<file path="src/include/mrd_pkg.sv">
/*
 * constants and types shared by the mirror reset driver control port:
 * register offsets, field positions, reset values, pin vector layout and
 * serial engine states.
 * assumes the register bus carries byte addresses of 8 bits, 32-bit data.
 */
`default_nettype none
package mrd_pkg;
	// register bus
	localparam int BUS_AW = 8;
	localparam int BUS_DW = 32;
	localparam logic [7:0] OFF_CTRL = 8'h00;
	localparam logic [7:0] OFF_LATCH = 8'h04;
	localparam logic [7:0] OFF_PINS = 8'h08;
	localparam logic [7:0] OFF_STAT = 8'h0c;
	localparam logic [7:0] OFF_MASK = 8'h10;
	localparam logic [7:0] OFF_SDATA = 8'h14;
	localparam logic [7:0] OFF_CCNT = 8'h18;
	// control register: regulator enables
	localparam int CTRL_W = 3;
	localparam int CTRL_BIAS = 0;
	localparam int CTRL_OFFS = 1;
	localparam int CTRL_NEG = 2;
	localparam logic [2:0] CTRL_RST = 3'h0;
	// interrupt status and mask layout
	localparam int IRQ_W = 5;
	localparam int IRQ_STROBE = 0;
	localparam int IRQ_INIT = 1;
	localparam int IRQ_SWR = 2;
	localparam int IRQ_ABORT = 3;
	localparam int IRQ_OE = 4;
	localparam logic [4:0] STAT_RST = 5'h00;
	localparam logic [4:0] MASK_RST = 5'h00;
	// latched command fields
	localparam int BLK_W = 4;
	localparam int MODE_W = 2;
	localparam int LVL_W = 2;
	localparam int LAT_BLK = 0;
	localparam int LAT_MODE = 4;
	localparam int LAT_LVL = 6;
	localparam logic [1:0] LVL_OFFSET = 2'h0;
	localparam int CCNT_W = 16;
	// pin level register
	localparam int PIN_OE = 0;
	localparam int PIN_INIT = 1;
	localparam int PIN_SEL = 2;
	// synchronised pin vector
	localparam int PV_BLK = 0;
	localparam int PV_MODE = 4;
	localparam int PV_LVL = 6;
	localparam int PV_STRB = 8;
	localparam int PV_INIT = 9;
	localparam int PV_OE = 10;
	localparam int PV_SCLK = 11;
	localparam int PV_SEL = 12;
	localparam int PV_DIN = 13;
	localparam int PV_W = 14;
	localparam logic [13:0] PV_RST = 14'h0400;
	// serial frame: command byte then data byte, msb first
	localparam int SER_AW = 6;
	localparam int SER_RD = 7;
	localparam int SER_RSV = 6;
	localparam logic [2:0] SER_LAST = 3'h7;
	typedef enum logic [1:0] {
		SER_IDLE = 2'b00,
		SER_CMD = 2'b01,
		SER_DATA = 2'b10,
		SER_DONE = 2'b11
	} mrd_ser_state_t;
endpackage
`default_nettype wire

</file>
<file path="src/include/mrd_scp_if.sv">
/*
 * link between the serial engine and the register core.
 * assumes both ends run on clk_sys; pin levels arrive already filtered.
 */
`timescale 1ns/1ps
`default_nettype none
interface mrd_scp_if;
	logic sclk;
	logic sel_n;
	logic din;
	logic dout;
	logic wr;
	logic rd;
	logic abort;
	logic rsv;
	logic [5:0] addr;
	logic [7:0] wdata;
	logic [7:0] rdata;
	modport engine (
		input sclk, sel_n, din, rdata,
		output dout, wr, rd, abort, rsv, addr, wdata
	);
	modport core (
		output sclk, sel_n, din, rdata,
		input dout, wr, rd, abort, rsv, addr, wdata
	);
endinterface
`default_nettype wire

</file>
<file path="src/mrd_serial.sv">
/*
 * serial communications port engine: command byte (read flag, reserved,
 * six-bit register index) then one data byte, msb first.
 * assumes filtered pin levels; serial clock much slower than clk_sys.
 */
`timescale 1ns/1ps
`default_nettype none
module mrd_serial (
	// clock and reset
	input wire logic clk_sys,
	input wire logic rst_b,
	// register core
	mrd_scp_if.engine scp
);
	typedef struct packed {
		mrd_pkg::mrd_ser_state_t st;
		logic [2:0] cnt;
		logic [7:0] sh;
		logic [7:0] cmd;
		logic [7:0] tx;
		logic sclk_prev;
		logic load;
		logic dout;
		logic wr;
		logic rd;
		logic abort;
	} mrd_ser_reg_t;
	mrd_ser_reg_t q;
	mrd_ser_reg_t d;
	logic rise;
	logic fall;
	logic [7:0] sh_in;

	always_comb begin
		d = q;
		d.wr = 1'b0;
		d.rd = 1'b0;
		d.abort = 1'b0;
		d.load = q.rd;
		d.sclk_prev = scp.sclk;
		rise = scp.sclk & ~q.sclk_prev;
		fall = ~scp.sclk & q.sclk_prev;
		sh_in = {q.sh[6:0], scp.din};
		if (scp.sel_n) begin
			// deselect mid frame drops it and is reported
			if ((q.st == mrd_pkg::SER_CMD && q.cnt != 3'h0) ||
			    q.st == mrd_pkg::SER_DATA) begin
				d.abort = 1'b1;
			end
			d.st = mrd_pkg::SER_IDLE;
			d.cnt = 3'h0;
			d.dout = 1'b0;
		end else begin
			case (q.st)
			mrd_pkg::SER_IDLE: begin
				d.st = mrd_pkg::SER_CMD;
				d.cnt = 3'h0;
			end
			mrd_pkg::SER_CMD: begin
				if (rise) begin
					d.sh = sh_in;
					d.cnt = q.cnt + 3'h1;
					if (q.cnt == mrd_pkg::SER_LAST) begin
						d.cmd = sh_in;
						d.rd = sh_in[mrd_pkg::SER_RD];
						d.st = mrd_pkg::SER_DATA;
					end
				end
			end
			mrd_pkg::SER_DATA: begin
				if (fall) begin
					d.dout = q.tx[7];
					d.tx = {q.tx[6:0], 1'b0};
				end
				if (rise) begin
					d.sh = sh_in;
					d.cnt = q.cnt + 3'h1;
					if (q.cnt == mrd_pkg::SER_LAST) begin
						d.wr = ~q.cmd[mrd_pkg::SER_RD];
						d.st = mrd_pkg::SER_DONE;
					end
				end
			end
			mrd_pkg::SER_DONE: begin
				if (fall) begin
					d.dout = 1'b0;
				end
			end
			default: begin
				d.st = mrd_pkg::SER_IDLE;
			end
			endcase
		end
		// read word arrives two cycles after the command byte, long
		// before the first falling edge at any legal serial clock rate
		if (q.load) begin
			d.tx = scp.rdata;
		end
	end

	always_ff @(posedge clk_sys) begin
		if (!rst_b) begin
			q <= '0;
		end else begin
			q <= d;
		end
	end

	assign scp.dout = q.dout;
	assign scp.wr = q.wr;
	assign scp.rd = q.rd;
	assign scp.abort = q.abort;
	assign scp.rsv = q.cmd[mrd_pkg::SER_RSV];
	assign scp.addr = q.cmd[mrd_pkg::SER_AW-1:0];
	assign scp.wdata = q.sh;
endmodule
`default_nettype wire

</file>
<file path="src/mrd_sync.sv">
/*
 * three-stage pin synchroniser with agreement filter.
 * assumes pins are asynchronous to clk_sys; the reset value stands in for
 * the pull on each pin.
 */
`timescale 1ns/1ps
`default_nettype none
module mrd_sync #(
	parameter int W = 1,
	parameter logic [W-1:0] RST = '0
) (
	// clock and reset
	input wire logic clk_sys,
	input wire logic rst_b,
	// pins in, filtered levels out
	input wire logic [W-1:0] din,
	output logic [W-1:0] dout
);
	typedef struct packed {
		logic [W-1:0] s1;
		logic [W-1:0] s2;
		logic [W-1:0] s3;
		logic [W-1:0] lvl;
	} mrd_sync_reg_t;
	mrd_sync_reg_t q;
	mrd_sync_reg_t d;

	always_comb begin
		d = q;
		d.s1 = din;
		d.s2 = q.s1;
		d.s3 = q.s2;
		// a bit changes only once stages two and three agree
		d.lvl = (q.s2 ~^ q.s3) & q.s3 | (q.s2 ^ q.s3) & q.lvl;
	end

	always_ff @(posedge clk_sys) begin
		if (!rst_b) begin
			q <= {RST, RST, RST, RST};
		end else begin
			q <= d;
		end
	end

	assign dout = q.lvl;
endmodule
`default_nettype wire

</file>
<file path="src/mrd_top.sv">
/*
 * control side of a micromirror reset driver: latches block, mode and
 * level selects on the strobe, gates the driver outputs, forces the
 * offset level during initialise, runs the serial port, drives the
 * regulator enables and the interrupt.
 * assumes all pins are asynchronous to clk_sys and that pin pulls are
 * outside; a register port on clk_sys.
 */
// The register offsets and the address-and-strobe port were chosen for this implementation.
`timescale 1ns/1ps
`default_nettype none
module mrd_top (
	// clock and reset
	input wire logic clk_sys,
	input wire logic rst_b,
	// register port
	input wire logic [7:0] bus_addr,
	input wire logic [31:0] bus_wdata,
	input wire logic bus_wr,
	input wire logic bus_rd,
	output logic [31:0] bus_rdata,
	// control pins from the display controller
	input wire logic [3:0] driver_block_sel,
	input wire logic [1:0] driver_mode_sel,
	input wire logic [1:0] driver_level_sel,
	input wire logic driver_strobe,
	input wire logic driver_output_enable_n,
	input wire logic driver_initialise_n,
	// serial communications port
	input wire logic serial_port_clock,
	input wire logic serial_port_select_n,
	input wire logic serial_port_data_in,
	output logic serial_port_data_out,
	// regulator enables and interrupt
	output logic bias_level_en,
	output logic offset_level_en,
	output logic negative_level_en,
	output logic driver_interrupt_n,
	// internal reset driver
	output logic [3:0] drv_block,
	output logic [1:0] drv_mode,
	output logic [1:0] drv_level,
	output logic drv_enable,
	output logic drv_offset_force
);
	typedef struct packed {
		logic [mrd_pkg::CTRL_W-1:0] ctrl;
		logic [mrd_pkg::IRQ_W-1:0] stat;
		logic [mrd_pkg::IRQ_W-1:0] mask;
		logic [mrd_pkg::BLK_W-1:0] blk;
		logic [mrd_pkg::MODE_W-1:0] mode;
		logic [mrd_pkg::LVL_W-1:0] lvl;
		logic [mrd_pkg::LVL_W-1:0] drv_lvl;
		logic [mrd_pkg::CCNT_W-1:0] ccnt;
		logic [7:0] sdata;
		logic [7:0] srdata;
		logic [31:0] rdata;
		logic strb_prev;
		logic init_prev;
		logic oe_prev;
		logic irq;
		logic drv_en;
		logic drv_force;
	} mrd_top_reg_t;

	localparam mrd_top_reg_t TOP_RST = '{
		ctrl: mrd_pkg::CTRL_RST,
		stat: mrd_pkg::STAT_RST,
		mask: mrd_pkg::MASK_RST,
		blk: '0,
		mode: '0,
		lvl: '0,
		drv_lvl: mrd_pkg::LVL_OFFSET,
		ccnt: '0,
		sdata: 8'h00,
		srdata: 8'h00,
		rdata: 32'h0000_0000,
		strb_prev: 1'b0,
		init_prev: 1'b0,
		oe_prev: 1'b1,
		irq: 1'b0,
		drv_en: 1'b0,
		drv_force: 1'b1
	};

	mrd_top_reg_t q;
	mrd_top_reg_t d;
	logic [mrd_pkg::PV_W-1:0] pin_raw;
	logic [mrd_pkg::PV_W-1:0] pv;
	logic [mrd_pkg::IRQ_W-1:0] set;
	logic [31:0] srd_word;
	logic strb_rise;

	mrd_scp_if scp ();

	////////////////////////////////////////////////////////////////////////
	// pin synchronisers

	assign pin_raw[mrd_pkg::PV_BLK +: mrd_pkg::BLK_W] = driver_block_sel;
	assign pin_raw[mrd_pkg::PV_MODE +: mrd_pkg::MODE_W] = driver_mode_sel;
	assign pin_raw[mrd_pkg::PV_LVL +: mrd_pkg::LVL_W] = driver_level_sel;
	assign pin_raw[mrd_pkg::PV_STRB] = driver_strobe;
	assign pin_raw[mrd_pkg::PV_INIT] = driver_initialise_n;
	assign pin_raw[mrd_pkg::PV_OE] = driver_output_enable_n;
	assign pin_raw[mrd_pkg::PV_SCLK] = serial_port_clock;
	assign pin_raw[mrd_pkg::PV_SEL] = serial_port_select_n;
	assign pin_raw[mrd_pkg::PV_DIN] = serial_port_data_in;

	// reset levels mirror the pulls: all low but output enable high
	mrd_sync #(
		.W(mrd_pkg::PV_W),
		.RST(mrd_pkg::PV_RST)
	) u_sync (
		.clk_sys(clk_sys),
		.rst_b(rst_b),
		.din(pin_raw),
		.dout(pv)
	);

	////////////////////////////////////////////////////////////////////////
	// serial engine

	assign scp.sclk = pv[mrd_pkg::PV_SCLK];
	assign scp.sel_n = pv[mrd_pkg::PV_SEL];
	assign scp.din = pv[mrd_pkg::PV_DIN];
	assign scp.rdata = q.srdata;

	mrd_serial u_serial (
		.clk_sys(clk_sys),
		.rst_b(rst_b),
		.scp(scp)
	);

	////////////////////////////////////////////////////////////////////////
	// register access helpers

	function automatic logic [31:0] rd_mux(input logic [7:0] a);
		logic [31:0] r;
		r = 32'h0000_0000;
		case (a)
		mrd_pkg::OFF_CTRL: begin
			r[mrd_pkg::CTRL_W-1:0] = q.ctrl;
		end
		mrd_pkg::OFF_LATCH: begin
			r[mrd_pkg::LAT_BLK +: mrd_pkg::BLK_W] = q.blk;
			r[mrd_pkg::LAT_MODE +: mrd_pkg::MODE_W] = q.mode;
			r[mrd_pkg::LAT_LVL +: mrd_pkg::LVL_W] = q.lvl;
		end
		mrd_pkg::OFF_PINS: begin
			r[mrd_pkg::PIN_OE] = pv[mrd_pkg::PV_OE];
			r[mrd_pkg::PIN_INIT] = pv[mrd_pkg::PV_INIT];
			r[mrd_pkg::PIN_SEL] = pv[mrd_pkg::PV_SEL];
		end
		mrd_pkg::OFF_STAT: begin
			r[mrd_pkg::IRQ_W-1:0] = q.stat;
		end
		mrd_pkg::OFF_MASK: begin
			r[mrd_pkg::IRQ_W-1:0] = q.mask;
		end
		mrd_pkg::OFF_SDATA: begin
			r[7:0] = q.sdata;
		end
		mrd_pkg::OFF_CCNT: begin
			r[mrd_pkg::CCNT_W-1:0] = q.ccnt;
		end
		default: begin
			r = 32'h0000_0000;
		end
		endcase
		return r;
	endfunction

	function automatic mrd_top_reg_t wr_apply(input mrd_top_reg_t s,
			input logic [7:0] a, input logic [31:0] w);
		mrd_top_reg_t r;
		r = s;
		case (a)
		mrd_pkg::OFF_CTRL: begin
			r.ctrl = w[mrd_pkg::CTRL_W-1:0];
		end
		mrd_pkg::OFF_STAT: begin
			r.stat = s.stat & ~w[mrd_pkg::IRQ_W-1:0];
		end
		mrd_pkg::OFF_MASK: begin
			r.mask = w[mrd_pkg::IRQ_W-1:0];
		end
		default: begin
			r = s;
		end
		endcase
		return r;
	endfunction

	////////////////////////////////////////////////////////////////////////
	// next state

	always_comb begin
		d = q;
		set = '0;
		srd_word = rd_mux({scp.addr, 2'b00});
		d.strb_prev = pv[mrd_pkg::PV_STRB];
		d.init_prev = pv[mrd_pkg::PV_INIT];
		d.oe_prev = pv[mrd_pkg::PV_OE];
		// selects share the strobe's synchroniser delay, so a setup
		// before the pin edge is still a setup here
		strb_rise = pv[mrd_pkg::PV_STRB] & ~q.strb_prev;
		if (strb_rise) begin
			d.blk = pv[mrd_pkg::PV_BLK +: mrd_pkg::BLK_W];
			d.mode = pv[mrd_pkg::PV_MODE +: mrd_pkg::MODE_W];
			d.lvl = pv[mrd_pkg::PV_LVL +: mrd_pkg::LVL_W];
			d.ccnt = q.ccnt + 16'h0001;
		end
		set[mrd_pkg::IRQ_STROBE] = strb_rise;
		set[mrd_pkg::IRQ_INIT] = ~pv[mrd_pkg::PV_INIT] & q.init_prev;
		set[mrd_pkg::IRQ_SWR] = scp.wr & ~scp.rsv;
		set[mrd_pkg::IRQ_ABORT] = scp.abort;
		set[mrd_pkg::IRQ_OE] = pv[mrd_pkg::PV_OE] ^ q.oe_prev;
		// serial write first, so a bus write in the same cycle wins
		if (scp.wr && !scp.rsv) begin
			d = wr_apply(d, {scp.addr, 2'b00}, 32'(scp.wdata));
			d.sdata = scp.wdata;
		end
		if (bus_wr) begin
			d = wr_apply(d, bus_addr, bus_wdata);
		end
		// an event in the clearing cycle stays set
		d.stat = d.stat | set;
		d.irq = |(d.stat & d.mask);
		d.rdata = bus_rd ? rd_mux(bus_addr) : 32'h0000_0000;
		if (scp.rd) begin
			d.srdata = scp.rsv ? 8'h00 : srd_word[7:0];
		end
		d.drv_en = ~pv[mrd_pkg::PV_OE];
		d.drv_force = ~pv[mrd_pkg::PV_INIT];
		d.drv_lvl = d.drv_force ? mrd_pkg::LVL_OFFSET : d.lvl;
	end

	always_ff @(posedge clk_sys) begin
		if (!rst_b) begin
			q <= TOP_RST;
		end else begin
			q <= d;
		end
	end

	////////////////////////////////////////////////////////////////////////
	// outputs

	assign bus_rdata = q.rdata;
	assign serial_port_data_out = scp.dout;
	assign bias_level_en = q.ctrl[mrd_pkg::CTRL_BIAS];
	assign offset_level_en = q.ctrl[mrd_pkg::CTRL_OFFS];
	assign negative_level_en = q.ctrl[mrd_pkg::CTRL_NEG];
	assign driver_interrupt_n = ~q.irq;
	assign drv_block = q.blk;
	assign drv_mode = q.mode;
	assign drv_level = q.drv_lvl;
	assign drv_enable = q.drv_en;
	assign drv_offset_force = q.drv_force;
endmodule
`default_nettype wire

</file>
<file path="config.mk">
export PLATFORM = sky130hd
export DESIGN_NAME = mrd_top
export DESIGN_NICKNAME = d
export VERILOG_FILES = /design/src/include/mrd_pkg.sv /design/src/include/mrd_scp_if.sv /design/src/mrd_serial.sv /design/src/mrd_sync.sv /design/src/mrd_top.sv
export SDC_FILE = /design/constraint.sdc
export NUM_CORES = 1
export LEC_CHECK = 0
export BUFFER_PORTS_ARGS = -buffer_cell sky130_fd_sc_hd__buf_2
export CORE_UTILIZATION = 57
export CTS_CLUSTER_DIAMETER = 30
export DETAILED_ROUTE_END_ITERATION = 10
export HOLD_SLACK_MARGIN = 0.06
export PLACE_DENSITY = 0.84
export SLEW_MARGIN = 40
export SYNTH_ARGS = -nofsm -noshare
export SYNTH_HDL_FRONTEND = slang
export SYNTH_SLANG_ARGS = --single-unit
</file>
<file path="constraint.sdc">
create_clock -name clk_sys -period 2.45 [get_ports clk_sys]
set_input_delay 0.3675 -clock clk_sys [delete_from_list [all_inputs] [get_ports clk_sys]]
set_output_delay 0.3675 -clock clk_sys [all_outputs]
set_load 0.02 [all_outputs]
</file>
== Yosys cells after proc, flatten, opt, wreduce, memory -nomap -nowiden ==
Index checks and enable logic that the tools add are counted.

* Add/sub/neg operators: 2
* Reductions and logical operators: 27
* Multiplexer cells: 33
* Equality and inequality tests: 23
* Bitwise gates (word level): 31

{| class="wikitable"
|+ Operator list
! kind !! number
|-
| 2-to-1 mux 93 bit || 2
|-
| 2-to-1 mux 8 bit || 8
|-
| one-hot mux 3 bit (7 select lines) || 2
|-
| bitwise AND 14 bit || 2
|-
| == test 8 x 5 -> 1 bit, second input constant || 3
|-
| 2-to-1 mux 21 bit || 1
|-
| 2-to-1 mux 5 bit || 4
|-
| one-hot mux 2 bit (5 select lines) || 2
|-
| == test 6 x 3 -> 1 bit, second input constant || 3
|-
| one-hot mux 3 bit (3 select lines) || 2
|-
| adder 16 x 1 -> 16 bit, second input constant || 1
|-
| == test 8 x 4 -> 1 bit, second input constant || 2
|-
| 2-to-1 mux 16 bit || 1
|-
| one-hot mux 8 bit (2 select lines) || 1
|-
| bitwise AND 5 bit || 3
|-
| one-hot mux 5 bit (3 select lines) || 1
|-
| OR reduction 5 bit || 3
|-
| inverter 1 bit || 14
|-
| bitwise OR 14 bit || 1
|-
| bitwise XNOR 14 bit || 1
|-
| bitwise XOR 14 bit || 1
|-
| 2-to-1 mux 13 bit || 1
|-
| == test 6 x 2 -> 1 bit, second input constant || 2
|-
| AND reduction 3 bit || 4
|-
| 28 further kinds || 51
|}

* Output and inout port bits: 47
* Flip-flop bits (word level): 184
* Logic and storage cells: 150
* Bits of input ports: 58

== Depth between registers and ports, before layout ==
* Depth in word-level cells: 10
* Gate-level depth with buffers: 8
* Depth with buffers taken out: 8

== Modules after synthesis ==
From an unflattened synthesis, not the netlist that was laid out.

* Cell total of the unflattened synthesis: 780
* Area, all modules: 7532.2 sq um

{| class="wikitable"
|+ Modules (own cells, without submodules)
! module !! instances !! cells each !! sequential area each (sq um) !! area each (sq um)
|-
| mrd_top || 1 || 455 || 1541.5 || 3981.3
|-
| mrd_sync || 1 || 160 || 1121.1 || 1954.4
|-
| mrd_serial || 1 || 165 || 700.7 || 1596.5
|}

== Worst setup path after synthesis ==
Ideal clock, no wire load.

* Kind: input to register
* From: input port bus_addr[5]
* To: register q[2] (netlist name)
* Setup slack: 0.524 ns
* Library setup time: 0.125 ns
* Data arrival time: 1.801 ns
* Stages on the path: 7
* Path through: nor4_1 > and4_1 > buf_6 > nand3_2 > a32oi_1 > a211oi_1 > o41a_1

* Longest elaborated chain between the ends: 6
* Elaborated cells between the ends (all ways): 8
* Those cells by class: eq/ne (2); mux (3); bitwise (2); reduce/logical (1)

{| class="wikitable"
|+ Ends and longest elaborated chain
! item !! line !! source
|-
| start, declared || mrd_top.sv:17 || <nowiki>input wire logic [7:0] bus_addr,</nowiki>
|-
| == test 8 x 4 -> 1 bit || mrd_top.sv:177 || <nowiki>case (a)</nowiki>
|-
| 2-to-1 mux 5 bit || mrd_top.sv:177 ||
|-
| 2-to-1 mux 93 bit * || mrd_top.sv:223 || <nowiki>if (bus_wr) begin</nowiki>
|-
| bitwise OR 5 bit || mrd_top.sv:227 || <nowiki>d.stat = d.stat | set;</nowiki>
|-
| bitwise AND 5 bit * || mrd_top.sv:228 || <nowiki>d.irq = |(d.stat & d.mask);</nowiki>
|-
| OR reduction 5 bit * || mrd_top.sv:228 ||
|-
| end signal, assigned || mrd_top.sv:240 || <nowiki>q <= TOP_RST;</nowiki>
|-
| end signal, assigned || mrd_top.sv:242 || <nowiki>q <= d;</nowiki>
|-
| end, declared || mrd_top.sv:86 || <nowiki>mrd_top_reg_t q;</nowiki>
|}

Every way passes the cells marked *; elsewhere a longest branch is shown, timed or not.
A chain may end at the register's enable or synchronous reset.

== Final worst setup path ==
* From: register u_serial.q, in the netlist u_serial.scp.addr[1]
* To: register q[2] (netlist name)

* Longest elaborated chain between the ends: 9
* Elaborated cells between the ends (all ways): 12
* Those cells by class: eq/ne (2); mux (6); bitwise (3); reduce/logical (1)

{| class="wikitable"
|+ Ends and longest elaborated chain
! item !! line !! source
|-
| start, declared || mrd_serial.sv:28 || <nowiki>mrd_ser_reg_t q;</nowiki>
|-
| start signal, assigned || mrd_serial.sv:103 || <nowiki>q <= '0;</nowiki>
|-
| start signal, assigned || mrd_serial.sv:105 || <nowiki>q <= d;</nowiki>
|-
| == test 6 x 2 -> 1 bit || mrd_top.sv:177 ||
|-
| 2-to-1 mux 5 bit || mrd_top.sv:177 ||
|-
| 2-to-1 mux 93 bit * || mrd_top.sv:219 || <nowiki>if (scp.wr && !scp.rsv) begin</nowiki>
|-
| bitwise AND 5 bit || mrd_top.sv:182 || <nowiki>r.stat = s.stat & ~w[mrd_pkg::IRQ_W-1:0];</nowiki>
|-
| 2-to-1 mux 5 bit || mrd_top.sv:177 ||
|-
| 2-to-1 mux 93 bit * || mrd_top.sv:223 ||
|-
| bitwise OR 5 bit || mrd_top.sv:227 ||
|-
| bitwise AND 5 bit * || mrd_top.sv:228 ||
|-
| OR reduction 5 bit * || mrd_top.sv:228 ||
|}

Marks and branches as above.

==> flow_summary.yaml <==
critical_path:
  cp-end-kind: "flop"
  crit_chain: "nor2b_1 > and4_1 > nand2_1 > a32oi_1 > a211oi_1 > o41a_1"
  worst_setup_path_start_kind: "flop"
  cp.required_ns: 2.76
  cp_max_fo: 5
  max_stage_delay_ns: 0.42
  critPathKind: "reg -> reg"
  crit_buf_inv: 0
  arrival_ns: 2.39
  cpLargestDelayFamily: "simple AND/OR/NAND/NOR gates"
  cpMaxStageDelayCell: "o41a_1"
global_routing:
  antenna_found_initial: 0
  grt-ovfl-total: 0
  grt_start_max_net_pins: 45
  track_usage_pct: 23.8
  grt_pass1_vias: 4891
  grt_pass1_wl_um: 23700
floorplanning:
  die-area_mm2: 0.0127
  core_mm2: 0.0120
  start_util_pct: 58.4
  ios: 105
  rows: 40
  die_w_um: 113
  die_h_um: 113
sta:
  fmax_mhz: 480
  drv_slew: 0
  finClkSkew_ns: 0.00970
  hold_violations: 0
  fin_crit_sh_pct: 85.1
  fin_crit_ns: 2.08
  slew_headroom_pct: 54.6
  grt_setup_unrepaired: "false"
  setup_tns_ns: 0
  tightest_slew_ns: 0.680
  setup_viol: 0
logic_synthesis:
  yosys_most_used_dff: "dfxtp_1"
  yosys_warnings: 0
  synth_fa_ha_area_share_pct: 3.93
  ys_seq_elements: 168
  synthXorXnorAreaFrac_pct: 1.50
  synth_seq_area_share_pct: 48.0
  syn_area_per_cell_um2: 9.21
  synth.distinct_cells: 65
  syn_inst: 761
  synthTopCellsByArea: "dfxtp_1 (48%), and2_1 (5.2%), mux2i_1 (4.4%)"
  synth_edf_count: 0
  synth_top_family_by_area: "simple AND/OR/NAND/NOR gates"
  muxShareOfSynthArea_pct: 5.76
  async_flop_share_pct: 0
  synth_area_leader_cell: "dfxtp_1"
  yosysTopAreaCellShare_pct: 48.0
  synth-simple-area-share_pct: 21.2
  synth_compound_area_share_pct: 12.1
  syn-cell-area_mm2: 0.00701
route:
  wire_per_inst_um: 15.0
  final_antenna_net_count: 0
  routed_via_density: 5.55
  drt_iter0_drc: 392
  remaining_drc_errors: 0
  drt-total-wl_um: 14400
  first_pass_iters: 5
  num_vias: 5313
power:
  power.leakage_nw: 3.10
  p_per_area_mw_per_mm2: 731
  irDropWorstVdd_mv: 0.433
placement:
  io_buffers: 61
  finalWeightedCongestion: 0.942
  dp_hpwl_um: 9810
cts:
  postCtsHoldBufs: 0
  cts_root_buf: "clkbuf_16"
  cts-buffers-inserted: 17
  clkTransAtPathRegs_ns: 0.06
  post_cts_buffers: 0
  post_cts_resized: 0
  tritoncts: "yes"
  h-tree-depth: 4
  cts_buffer_depth: 2
  clock-sinks: 168
  insertion_delay_ns: 0.43
finish:
  layout.nets: 879
  drive_gt1_share_pct: 15.8
  syn2layout_area_growth_pct: 11.7
  layout_common_cells: "dfxtp_1 (168), nand2_1 (79), nor2_1 (73)"
  post-route-util_pct: 65.2
  final_common_cell: "dfxtp_1"
  antenna_cells: 0
worst_hold_path:
  holdCritPathClass: "in -> reg"
outcome:
  outcome: "finished clean"
run:
  max_cap_violations: 0
[cells in the mapped netlist, types with 7 or more instances]
master    number
a21oi_1       60
nor2_1        73
mux2i_1       31
a31oi_1        7
and2_1        58
nand3_1       18
nor2b_1       11
clkbuf_1      26
o21ai_0       13
xor2_1         9
buf_4         41
inv_1         19
a22oi_1        9
dfxtp_1      168
ha_1          22
nand2_1       79
nand2b_1      10
a211oi_1      12
[report_power, final]
part	internal (W)	switching, W	total, W
Sequential	0.00277	0.0000249	0.00280
Clock	0.00152	0.00110	0.00263
Combinational	0.000102	0.000198	0.000300
Total	0.00440	0.00133	0.00572
[per-stage QoR]
step	setup WS (ns)	instance area, um2	power, W	hold slack [ns]	std cells
3_5_place_dp	0.0867	7240	0.00315	0.397	927
6_report	0.365	7830	0.00572	0.120	958
3_3_place_gp	0.162	7240	0.00314	0.405	927
4_1_cts	0.358	7830	0.00575	0.106	958
5_1_grt	0.156	7830	0.00591	0.123	958
2_1_floorplan	0.524	7070	0.00308	0.386	776
[kinds of logic (layout without fill, tap and decap cells)]
logic type               after synthesis  in the layout
AND/OR/NAND/NOR                      292            292
flip-flops                           168            168
AO/OA/AOI/OAI                        135            135
buffers and inverters                 95            130
multiplexers                          36             36
adder cells (fa/ha/maj)               22             22
XOR/XNOR                              12             12
other                                  1             16
[area by class of cell]
| class | count | area (um2) |
|---|---|---|
| Fill cell | 971 | 4180 |
| Sequential cell | 168 | 3360 |
| Multi-Input combinational cell | 513 | 3180 |
| Clock buffer | 21 | 480 |
| Timing Repair Buffer | 79 | 440 |
| Tap cell | 147 | 184 |
| Clock inverter | 10 | 108 |
| Inverter | 20 | 75.1 |
[flip-flops by register name, indices dropped and copies added, names as in the netlist, 2 cells and up]
name                count
q                      40
u_sync.d               28
bus_rdata              16
u_serial.q             16
u_sync.dout            14
u_sync.q               14
scp.rdata               8
u_serial.scp.wdata      8
u_serial.scp.addr       6
drv_block               4
drv_level               2
drv_mode                2
[worst paths after layout]
kind	end	start	slack, ns	depth (start not counted)
setup / recovery	q[2]	u_serial.scp.addr[1]	0.37	6
hold / removal	u_sync.d[38]	driver_output_enable_n	0.12	2
setup reg to reg	q[2]	u_serial.scp.addr[1]	0.37	6
hold reg to reg	u_sync.d[24]	u_sync.d[38]	0.41	1
[metal layers]
| layer | track usage (%) | wire length, um |
|---|---|---|
| met3 | 4.93 | 833 |
| met5 | 0 | 0 |
| met1 | 30.3 | 6470 |
| met4 | 13.3 | 516 |
| met2 | 37.9 | 6540 |
No activity file was read; power rests on OpenSTA's default activity.
